--- config.mk ---
export PLATFORM = sky130hd
export DESIGN_NAME = chbh_host
export DESIGN_NICKNAME = d
export VERILOG_FILES = /design/src/hdl/chbh_pkg.sv /design/src/hdl/chbh_host.sv
export SDC_FILE = /design/constraint.sdc
export NUM_CORES = 1
export LEC_CHECK = 0
export CAP_MARGIN = 20
export CORE_UTILIZATION = 39
export CTS_CLUSTER_SIZE = 12
export DETAILED_ROUTE_END_ITERATION = 12
export DONT_BUFFER_PORTS = 1
export GPL_TIMING_DRIVEN = 0
export PLACE_DENSITY = 0.52
export SETUP_SLACK_MARGIN = 0.15
export SYNTH_ARGS = -nofsm -noshare
export SYNTH_HDL_FRONTEND = slang
export SYNTH_SLANG_ARGS = --single-unit
export TNS_END_PERCENT = 20
--- constraint.sdc ---
create_clock -name i_sys_clk -period 2.5 [get_ports i_sys_clk]
set_input_delay 0.125 -clock i_sys_clk [delete_from_list [all_inputs] [get_ports i_sys_clk]]
set_output_delay 0.125 -clock i_sys_clk [all_outputs]
set_load 0.005 [all_outputs]
--- src/hdl/chbh_pkg.sv ---
// constants for the card host bus handshake controller
package chbh_pkg;
  localparam logic [1:0] CHBH_MODE_MEM = 2'h0;
  localparam logic [1:0] CHBH_MODE_IO = 2'h1;
  localparam logic [1:0] CHBH_MODE_DISK = 2'h2;
  localparam int CHBH_CLK_PERIOD_NS = 10;
  localparam int CHBH_STROBE_NS = 150;
  localparam int CHBH_STROBE_CYC = (CHBH_STROBE_NS + CHBH_CLK_PERIOD_NS - 1) / CHBH_CLK_PERIOD_NS;
  localparam int CHBH_CNT_W = 8;
  localparam logic [CHBH_CNT_W-1:0] CHBH_CNT_RST = 8'h00;
  localparam int CHBH_DATA_W = 16;
  localparam int CHBH_BUF_DEPTH = 2;
endpackage : chbh_pkg

--- src/hdl/chbh_host.sv ---
// host-side controller for the card parallel bus handshake
`timescale 1ns/1ps
// Functional notes
// - ultra dma read: host captures a word on both strobe edges
// - memory mode: write strobe writes task and configuration registers
// - io mode: write strobe writes configuration registers only
// - disk mode: card ignores write strobe; host holds it high
// - host holds mode select stable from power up through reset; code drives it high in reset, low for disk mode only after release
module chbh_host
  import chbh_pkg::*;
#(
  parameter int DATA_W = CHBH_DATA_W
)(
  // clock and reset
  input wire logic i_sys_clk,
  input wire logic i_nrst,
  // user side
  input wire logic [1:0] i_mode,
  input wire logic i_wr_req,
  input wire logic [DATA_W-1:0] i_wr_data,
  output logic o_wr_busy,
  input wire logic i_udma_wr,
  input wire logic i_udma_rd,
  output logic o_rd_valid,
  output logic [DATA_W-1:0] o_rd_data,
  input wire logic i_rd_ready,
  output logic o_wide_seen,
  output logic o_wp_seen,
  // card pins
  output logic o_mode_sel,
  output logic o_we_n,
  output logic [DATA_W-1:0] o_dq,
  output logic o_dq_oe,
  output logic o_dmack_n,
  input wire logic i_wait_n,
  input wire logic i_ddmardy_n,
  input wire logic i_dstrobe,
  input wire logic [DATA_W-1:0] i_dq,
  input wire logic i_iois16_n,
  input wire logic i_wp
);

  typedef enum logic [1:0] {CHBH_IDLE, CHBH_STROBE, CHBH_HOLD} chbh_st_t;

  typedef struct packed {
    chbh_st_t st;
    logic [CHBH_CNT_W-1:0] cnt;
    logic we_n;
    logic [DATA_W-1:0] dq;
    logic dq_oe;
    logic dmack_n;
    logic mode_sel;
    logic strobe_d;
    logic [CHBH_BUF_DEPTH-1:0] bvld;
    logic [CHBH_BUF_DEPTH-1:0][DATA_W-1:0] bdat;
    logic wr_busy;
    logic wide;
    logic wp;
  } chbh_state_t;

  chbh_state_t s_r;
  chbh_state_t s_nxt;
  logic cap;
  logic pop;

  always_comb
  begin
    s_nxt = s_r;
    s_nxt.mode_sel = (i_mode != CHBH_MODE_DISK);
    s_nxt.dmack_n = !((i_udma_wr || i_udma_rd) && i_mode == CHBH_MODE_DISK);
    s_nxt.strobe_d = i_dstrobe;
    s_nxt.wide = (i_mode != CHBH_MODE_MEM) && !i_iois16_n;
    s_nxt.wp = (i_mode == CHBH_MODE_MEM) && i_wp;
    cap = !s_r.dmack_n && i_udma_rd && (i_dstrobe != s_r.strobe_d);
    pop = s_r.bvld[0] && i_rd_ready;
    if (pop)
    begin
      s_nxt.bdat[0] = s_r.bdat[1];
      s_nxt.bvld = {1'b0, s_r.bvld[1]};
    end
    if (cap)
    begin
      // a word arriving with both slots full is lost unless slot 0 pops in the same cycle; nothing pauses the card first
      if (!s_nxt.bvld[0])
      begin
        s_nxt.bdat[0] = i_dq;
        s_nxt.bvld[0] = 1'b1;
      end
      else if (!s_nxt.bvld[1])
      begin
        s_nxt.bdat[1] = i_dq;
        s_nxt.bvld[1] = 1'b1;
      end
    end
    case (s_r.st)
      CHBH_IDLE:
      begin
        s_nxt.we_n = 1'b1;
        s_nxt.wr_busy = 1'b0;
        if (i_mode == CHBH_MODE_DISK && i_udma_wr && !s_r.dmack_n && !i_ddmardy_n && i_wr_req)
        begin
          s_nxt.dq = i_wr_data;
          s_nxt.dq_oe = 1'b1;
        end
        else if (i_wr_req && i_mode != CHBH_MODE_DISK)
        begin
          s_nxt.dq = i_wr_data;
          s_nxt.dq_oe = 1'b1;
          s_nxt.we_n = 1'b0;
          s_nxt.wr_busy = 1'b1;
          s_nxt.cnt = CHBH_CNT_W'(CHBH_STROBE_CYC);
          s_nxt.st = CHBH_STROBE;
        end
        else
        begin
          s_nxt.dq_oe = 1'b0;
        end
      end
      CHBH_STROBE:
      begin
        if (s_r.cnt > CHBH_CNT_RST)
        begin
          s_nxt.cnt = s_r.cnt - 1'b1;
        end
        else if (i_wait_n)
        begin
          s_nxt.we_n = 1'b1;
          s_nxt.st = CHBH_HOLD;
        end
      end
      CHBH_HOLD:
      begin
        s_nxt.dq_oe = 1'b0;
        s_nxt.wr_busy = 1'b0;
        s_nxt.st = CHBH_IDLE;
      end
      default:
      begin
        s_nxt.st = CHBH_IDLE;
      end
    endcase
    if (i_mode == CHBH_MODE_DISK && !i_udma_wr && !i_wait_n && s_r.st == CHBH_IDLE)
    begin
      s_nxt.dq_oe = 1'b0;
    end
  end

  always_ff @(posedge i_sys_clk or negedge i_nrst)
  begin
    if (!i_nrst)
    begin
      s_r <= '0;
      s_r.st <= CHBH_IDLE;
      s_r.we_n <= 1'b1;
      s_r.dmack_n <= 1'b1;
      s_r.mode_sel <= 1'b1;
    end
    else
    begin
      s_r <= s_nxt;
    end
  end

  assign o_wr_busy = s_r.wr_busy;
  assign o_rd_valid = s_r.bvld[0];
  assign o_rd_data = s_r.bdat[0];
  assign o_wide_seen = s_r.wide;
  assign o_wp_seen = s_r.wp;
  assign o_mode_sel = s_r.mode_sel;
  assign o_we_n = s_r.we_n;
  assign o_dq = s_r.dq;
  assign o_dq_oe = s_r.dq_oe;
  assign o_dmack_n = s_r.dmack_n;
endmodule : chbh_host

Yosys cells after proc, flatten, opt, wreduce, memory -nomap -nowiden:

Index checks and enable logic that the tools add are counted.

* input bits: 45
* logic and storage cells: 82
* register bits after elaboration: 68
* output and inout port bits: 40

* bitwise gates (word level): 1
* reductions and logical operators: 33
* multiplexer cells: 22
* $add $sub $neg: 1
* equal/unequal tests: 10
* order comparisons: 1

Operator list (number)
* 2-to-1 mux 16 bit: 4
* 2-to-1 mux 34 bit: 1
* 2-to-1 mux 27 bit: 1
* case mux 9 bit (2 select lines): 1
* 2-to-1 mux 17 bit: 1
* logical AND 1 bit: 14
* inequality test 2 bit, second input constant: 6
* 2-to-1 mux 11 bit: 1
* > comparator 8 x 1 -> 1 bit, second input constant: 1
* 2-to-1 mux 8 bit: 1
* AND reduction 4 bit: 2
* nonzero test 2 bit: 4
* subtractor 8 x 1 -> 8 bit, second input constant: 1
* logical NOT 1 bit: 6
* 2-to-1 mux 1 bit: 6
* 2-to-1 mux 2 bit: 3
* AND reduction 3 bit: 2
* equality test 2 bit, second input constant: 2
* logical NOT 2 bit: 2
* case mux 1 bit (2 select lines): 2
* case mux 2 bit (2 select lines): 1
* nonzero test 3 bit: 1
* equality test 2 x 1 -> 1 bit, second input constant: 1
* AND reduction 2 bit: 1
* other kinds (3): 3

Depth between registers and ports, before layout:

* depth after elaboration: 8
* mapped depth: 7

Worst setup path after synthesis:

Ideal clock, no wire load.

* path type: register -> register
* start point: reg s_r[58] in the netlist's numbering
* end point: reg s_r[61] in the netlist's numbering
* path slack: 0.676 ns
* arrival time: 1.706 ns
* cell stages (with the launch flop): 8
* setup time: 0.119 ns
* data required time: 2.381 ns
* path buffers: 1
* cell sequence: dfrtp_1 inv_1 ha_1 nor4b_1 a21o_1 buf_4 mux2_2 o21a_1

* word-level cells in the longest chain between the ends: 3

Ends and longest elaborated chain
* start, declared: RTL line chbh_host.sv:61 `chbh_state_t s_r;`
* start signal, assigned: RTL line chbh_host.sv:160 `s_r <= s_nxt;`
* subtractor 8 x 1 -> 8 bit or > comparator 8 x 1 -> 1 bit (tied branches): RTL line chbh_host.sv:123, chbh_host.sv:121
* 2-to-1 mux 8 bit or inequality test 2 bit (tied branches)
* case mux 9 bit (2 select lines) or AND reduction 4 bit (tied branches)

Several ways; a longest one is shown, not always the timed one. The select of a mux whose other input is x is not followed.
A chain may end at the register's enable or synchronous reset.

Final worst setup path:

Same ends and word-level chain as after synthesis.

==> results by group <==
Outcome
  • Status: completed

Floorplanning
  • Row cnt: 32
  • Boundary Pins: between 80 and 90
  • Core box area: 7810 um^2
  • Initial core utilization: 40.7%
  • Die H: 92.3 um
  • Die X: 92.3 um
  • Die Area: 8520 um^2

Timing
  • Slew @ Worst Pin: 0.469 ns
  • Setup TNS: 0 ns
  • Slew Limit Fails: 0
  • Hold_ws: 0.0462 ns
  • Period utilization: 80.9%
  • RSZ-0062 raised after global routing: no
  • Slew margin rel.: just under 70%
  • Maximum clock rate: 494 MHz
  • Hold Vio Cnt, Final: 0
  • Worst Skew: ~0.012 ns
  • Final setup viols: 0
  • Final min period: roughly 2 ns

Clock network
  • CTS Hold Bufs: 43
  • Num CTS Buffers: 9
  • Post-cts resize count: 0
  • Clock sinks: 68
  • Worst-Skew Late Latency: about 0.34 ns
  • CTS H-tree depth: 3
  • Clk slew on worst S/H paths: 0.07 ns
  • # Post-CTS Setup Buffers: 0
  • CTS tree: built
  • Root Buffer: clkbuf_8
  • Clock tree buffer depth: 2

Critical path
  • Critical Path AT: ~2.3 ns
  • Critical Path Fanout Max: 10
  • R2r startpoint: s_r[58]
  • RR Endpoint: s_r[61]
  • Worst setup path class: reg2reg
  • Startpoint Class: register
  • R2R Setup Slk: 0.48 ns
  • Worst EP required: 2.73 ns
  • Crit end category: register
  • R2R depth: 7

Min path
  • Worst hold start: i_mode[1]
  • Path type of the worst min-delay path: in2reg
  • Worst hold path depth: 2
  • WHS Endpoint: o_mode_sel

Finish
  • Commonest non-fill, non-tap cell in the layout: dfrtp_1
  • Final Util: 50.7%
  • Synthesis-to-finish area growth: 24.4%
  • Final Cell Area: 3960 um^2
  • Final std cells w/o fill: 422
  • Most frequent cells in the layout: dfrtp_1 (65), dlygate4sd3_1 (42), buf_4 (34), nand2_1 (24), mux2_2 (24)
  • Nets: 362
  • Share of cells above drive strength 1: 30.6%
  • ANT cells: 0

Yosys
  • Synth area leaders: dfrtp_1 (51%), mux2_2 (8.5%), buf_4 (8.0%)
  • Yosys warnings: 0
  • Netlist cell types: 37
  • Post-Syn Nets: about 310
  • Post-Synthesis Cells: 261
  • Post-synthesis register bit count: 68
  • Mapped Area: 3180 um^2
  • Syn Area/Cell: 12.2 um^2
  • Area leader, netlist: dfrtp_1
  • Top cell type's share of synthesized area: 51.2%
  • Post-synthesis sequential area ratio: 53.6%

Route
  • Initial drt markers: 52
  • Vias: 2034
  • Post-route DRC: 0
  • WL/cell: 14.8 um
  • 1st-pass router iterations: 4
  • Total wire length: 6240 um
  • Post-route ant nets: 0
  • Vias per inst: 4.82

Power and ir drop
  • Leakage: 1.91 nW
  • Sw Share: 30.7%
  • Switching power: roughly 1.2 mW
  • Combinational group share of total power: around 33%
  • Sequential share of power: 44.8%
  • Clock network fraction of design power: 22.5%
  • Max IR drop VDD: 505 uV
  • Power Internal: around 2.8 mW
  • PwrDens: around 1000 nW/um^2

Placement
  • Number of port buffers: 0
  • Placed Area: 3310 um^2
  • Hpwl dp: 3970 um
  • # placed instances: 363
  • GP Congestion: 0.744

Global routing
  • Global-route wire length before repair: 10300 um
  • Met3 usage: between 5 and 6%
  • Gr ovfl total: 0
  • Top Usage Layer GRT: met2
  • Vias in the first global route: 2103
  • Tot GR Track Use: 16.1%
  • Initial antenna violation count: 0
  • GR Util met2: 26.6%
  • Largest net degree at the start of global routing: 69
  • Grt met1 use: 19.5%

Run
  • MaxCap Viol Count: 0
[through the flow]
stage | total power, mW | setup slack (ns)
2_1_floorplan | 2.83 | 0.676
3_3_place_gp | 3.04 | 0.515
3_5_place_dp | 3.06 | 0.496
4_1_cts | 4.08 | 0.476
5_1_grt | 4.33 | 0.384
6_report | 4.03 | 0.477
[flip-flops by register name (all words and copies together) (netlist names)]
name,cells
o_we_n,1
o_dmack_n,1
o_rd_data,16
o_wp_seen,1
o_rd_valid,1
s_r,28
o_wr_busy,1
o_dq_oe,1
o_wide_seen,1
o_dq,16
o_mode_sel,1
[per-layer routing]
| layer | vias up | routed length [um] |
|---|---|---|
| li1 | 975 | - |
| met1 | 1003 | 2810 |
| met2 | 48 | 3040 |
| met3 | 8 | 293 |
| met4 | 0 | 93 |
| met5 | - | 0 |
[how the worst max path moves through the flow]
stage | to | from | depth (start not counted) | slack, ns
4_1_cts | s_r[61] | s_r[58] | 7 | 0.48
2_1_floorplan | s_r[61] | s_r[58] | 7 | 0.68
5_1_grt | s_r[61] | s_r[58] | 7 | 0.38
6_report | s_r[61] | s_r[58] | 7 | 0.48
3_5_place_dp | s_r[61] | s_r[58] | 7 | 0.50
3_3_place_gp | s_r[61] | s_r[58] | 7 | 0.51
[power by group through the flow]
stage                     combinational (mW)  clock (mW)  sequential (mW)
after global routing                    1.46       0.996             1.87
after global placement                  1.22           0             1.81
after detailed placement                1.24           0             1.82
after CTS                               1.33       0.951             1.80
final                                   1.32       0.908             1.80
after floorplan                         1.09           0             1.74
[critical path, cell delays in order (launching register included)]
cell	delay, ns
dfrtp_1	0.39
inv_1	0.12
ha_1	0.17
nor4b_1	0.36
a21o_1	0.20
buf_4	0.17
mux2_2	0.34
o21a_1	0.16
[Yosys cell counts]
cell type	number
buf_6	1
nor3_1	2
nor3b_1	1
or4_1	1
o21ai_0	23
nor2_1	6
o21bai_1	1
a21oi_1	5
o21a_1	4
and2_1	2
nand4_4	1
nor4b_1	1
nand2_2	1
o41ai_1	1
dfstp_2	3
a2111oi_4	1
inv_1	5
nand3_1	7
xor2_1	1
buf_4	34
buf_2	3
nor3b_2	1
nand2_1	24
mux2_4	10
clkbuf_1	2
nor2b_1	1
o21ai_2	1
mux2_2	24
o31ai_1	2
mux2i_1	16
nand2b_1	4
ha_1	2
a21o_1	2
nand4b_1	1
dfrtp_1	65
nor3_4	1
xnor2_1	1
[area by class of cell]
| class | count | area, um^2 |
|---|---|---|
| inverter | 5 | 18.8 |
| sequential | 68 | 1710 |
| clock buffer | 10 | 138 |
| clock inverter | 6 | 63.8 |
| fill | 710 | 3850 |
| timing repair buffer | 43 | 448 |
| tap | 102 | 128 |
| buffer | 40 | 289 |
| multi-input combinational | 148 | 1170 |
[cell families after synthesis]
kind of cell / after synthesis / share of synthesized area, %
flip-flops: 68 / 53.6
AND/OR/NAND/NOR: 54 / 9.13
multiplexers: 50 / 18.3
buffers and inverters: 45 / 9.68
AO/OA/AOI/OAI: 40 / 7.95
XOR/XNOR: 2 / 0.551
adder cells (fa/ha/maj): 2 / 0.787
Note: power is estimated with default switching activity, not from simulation.
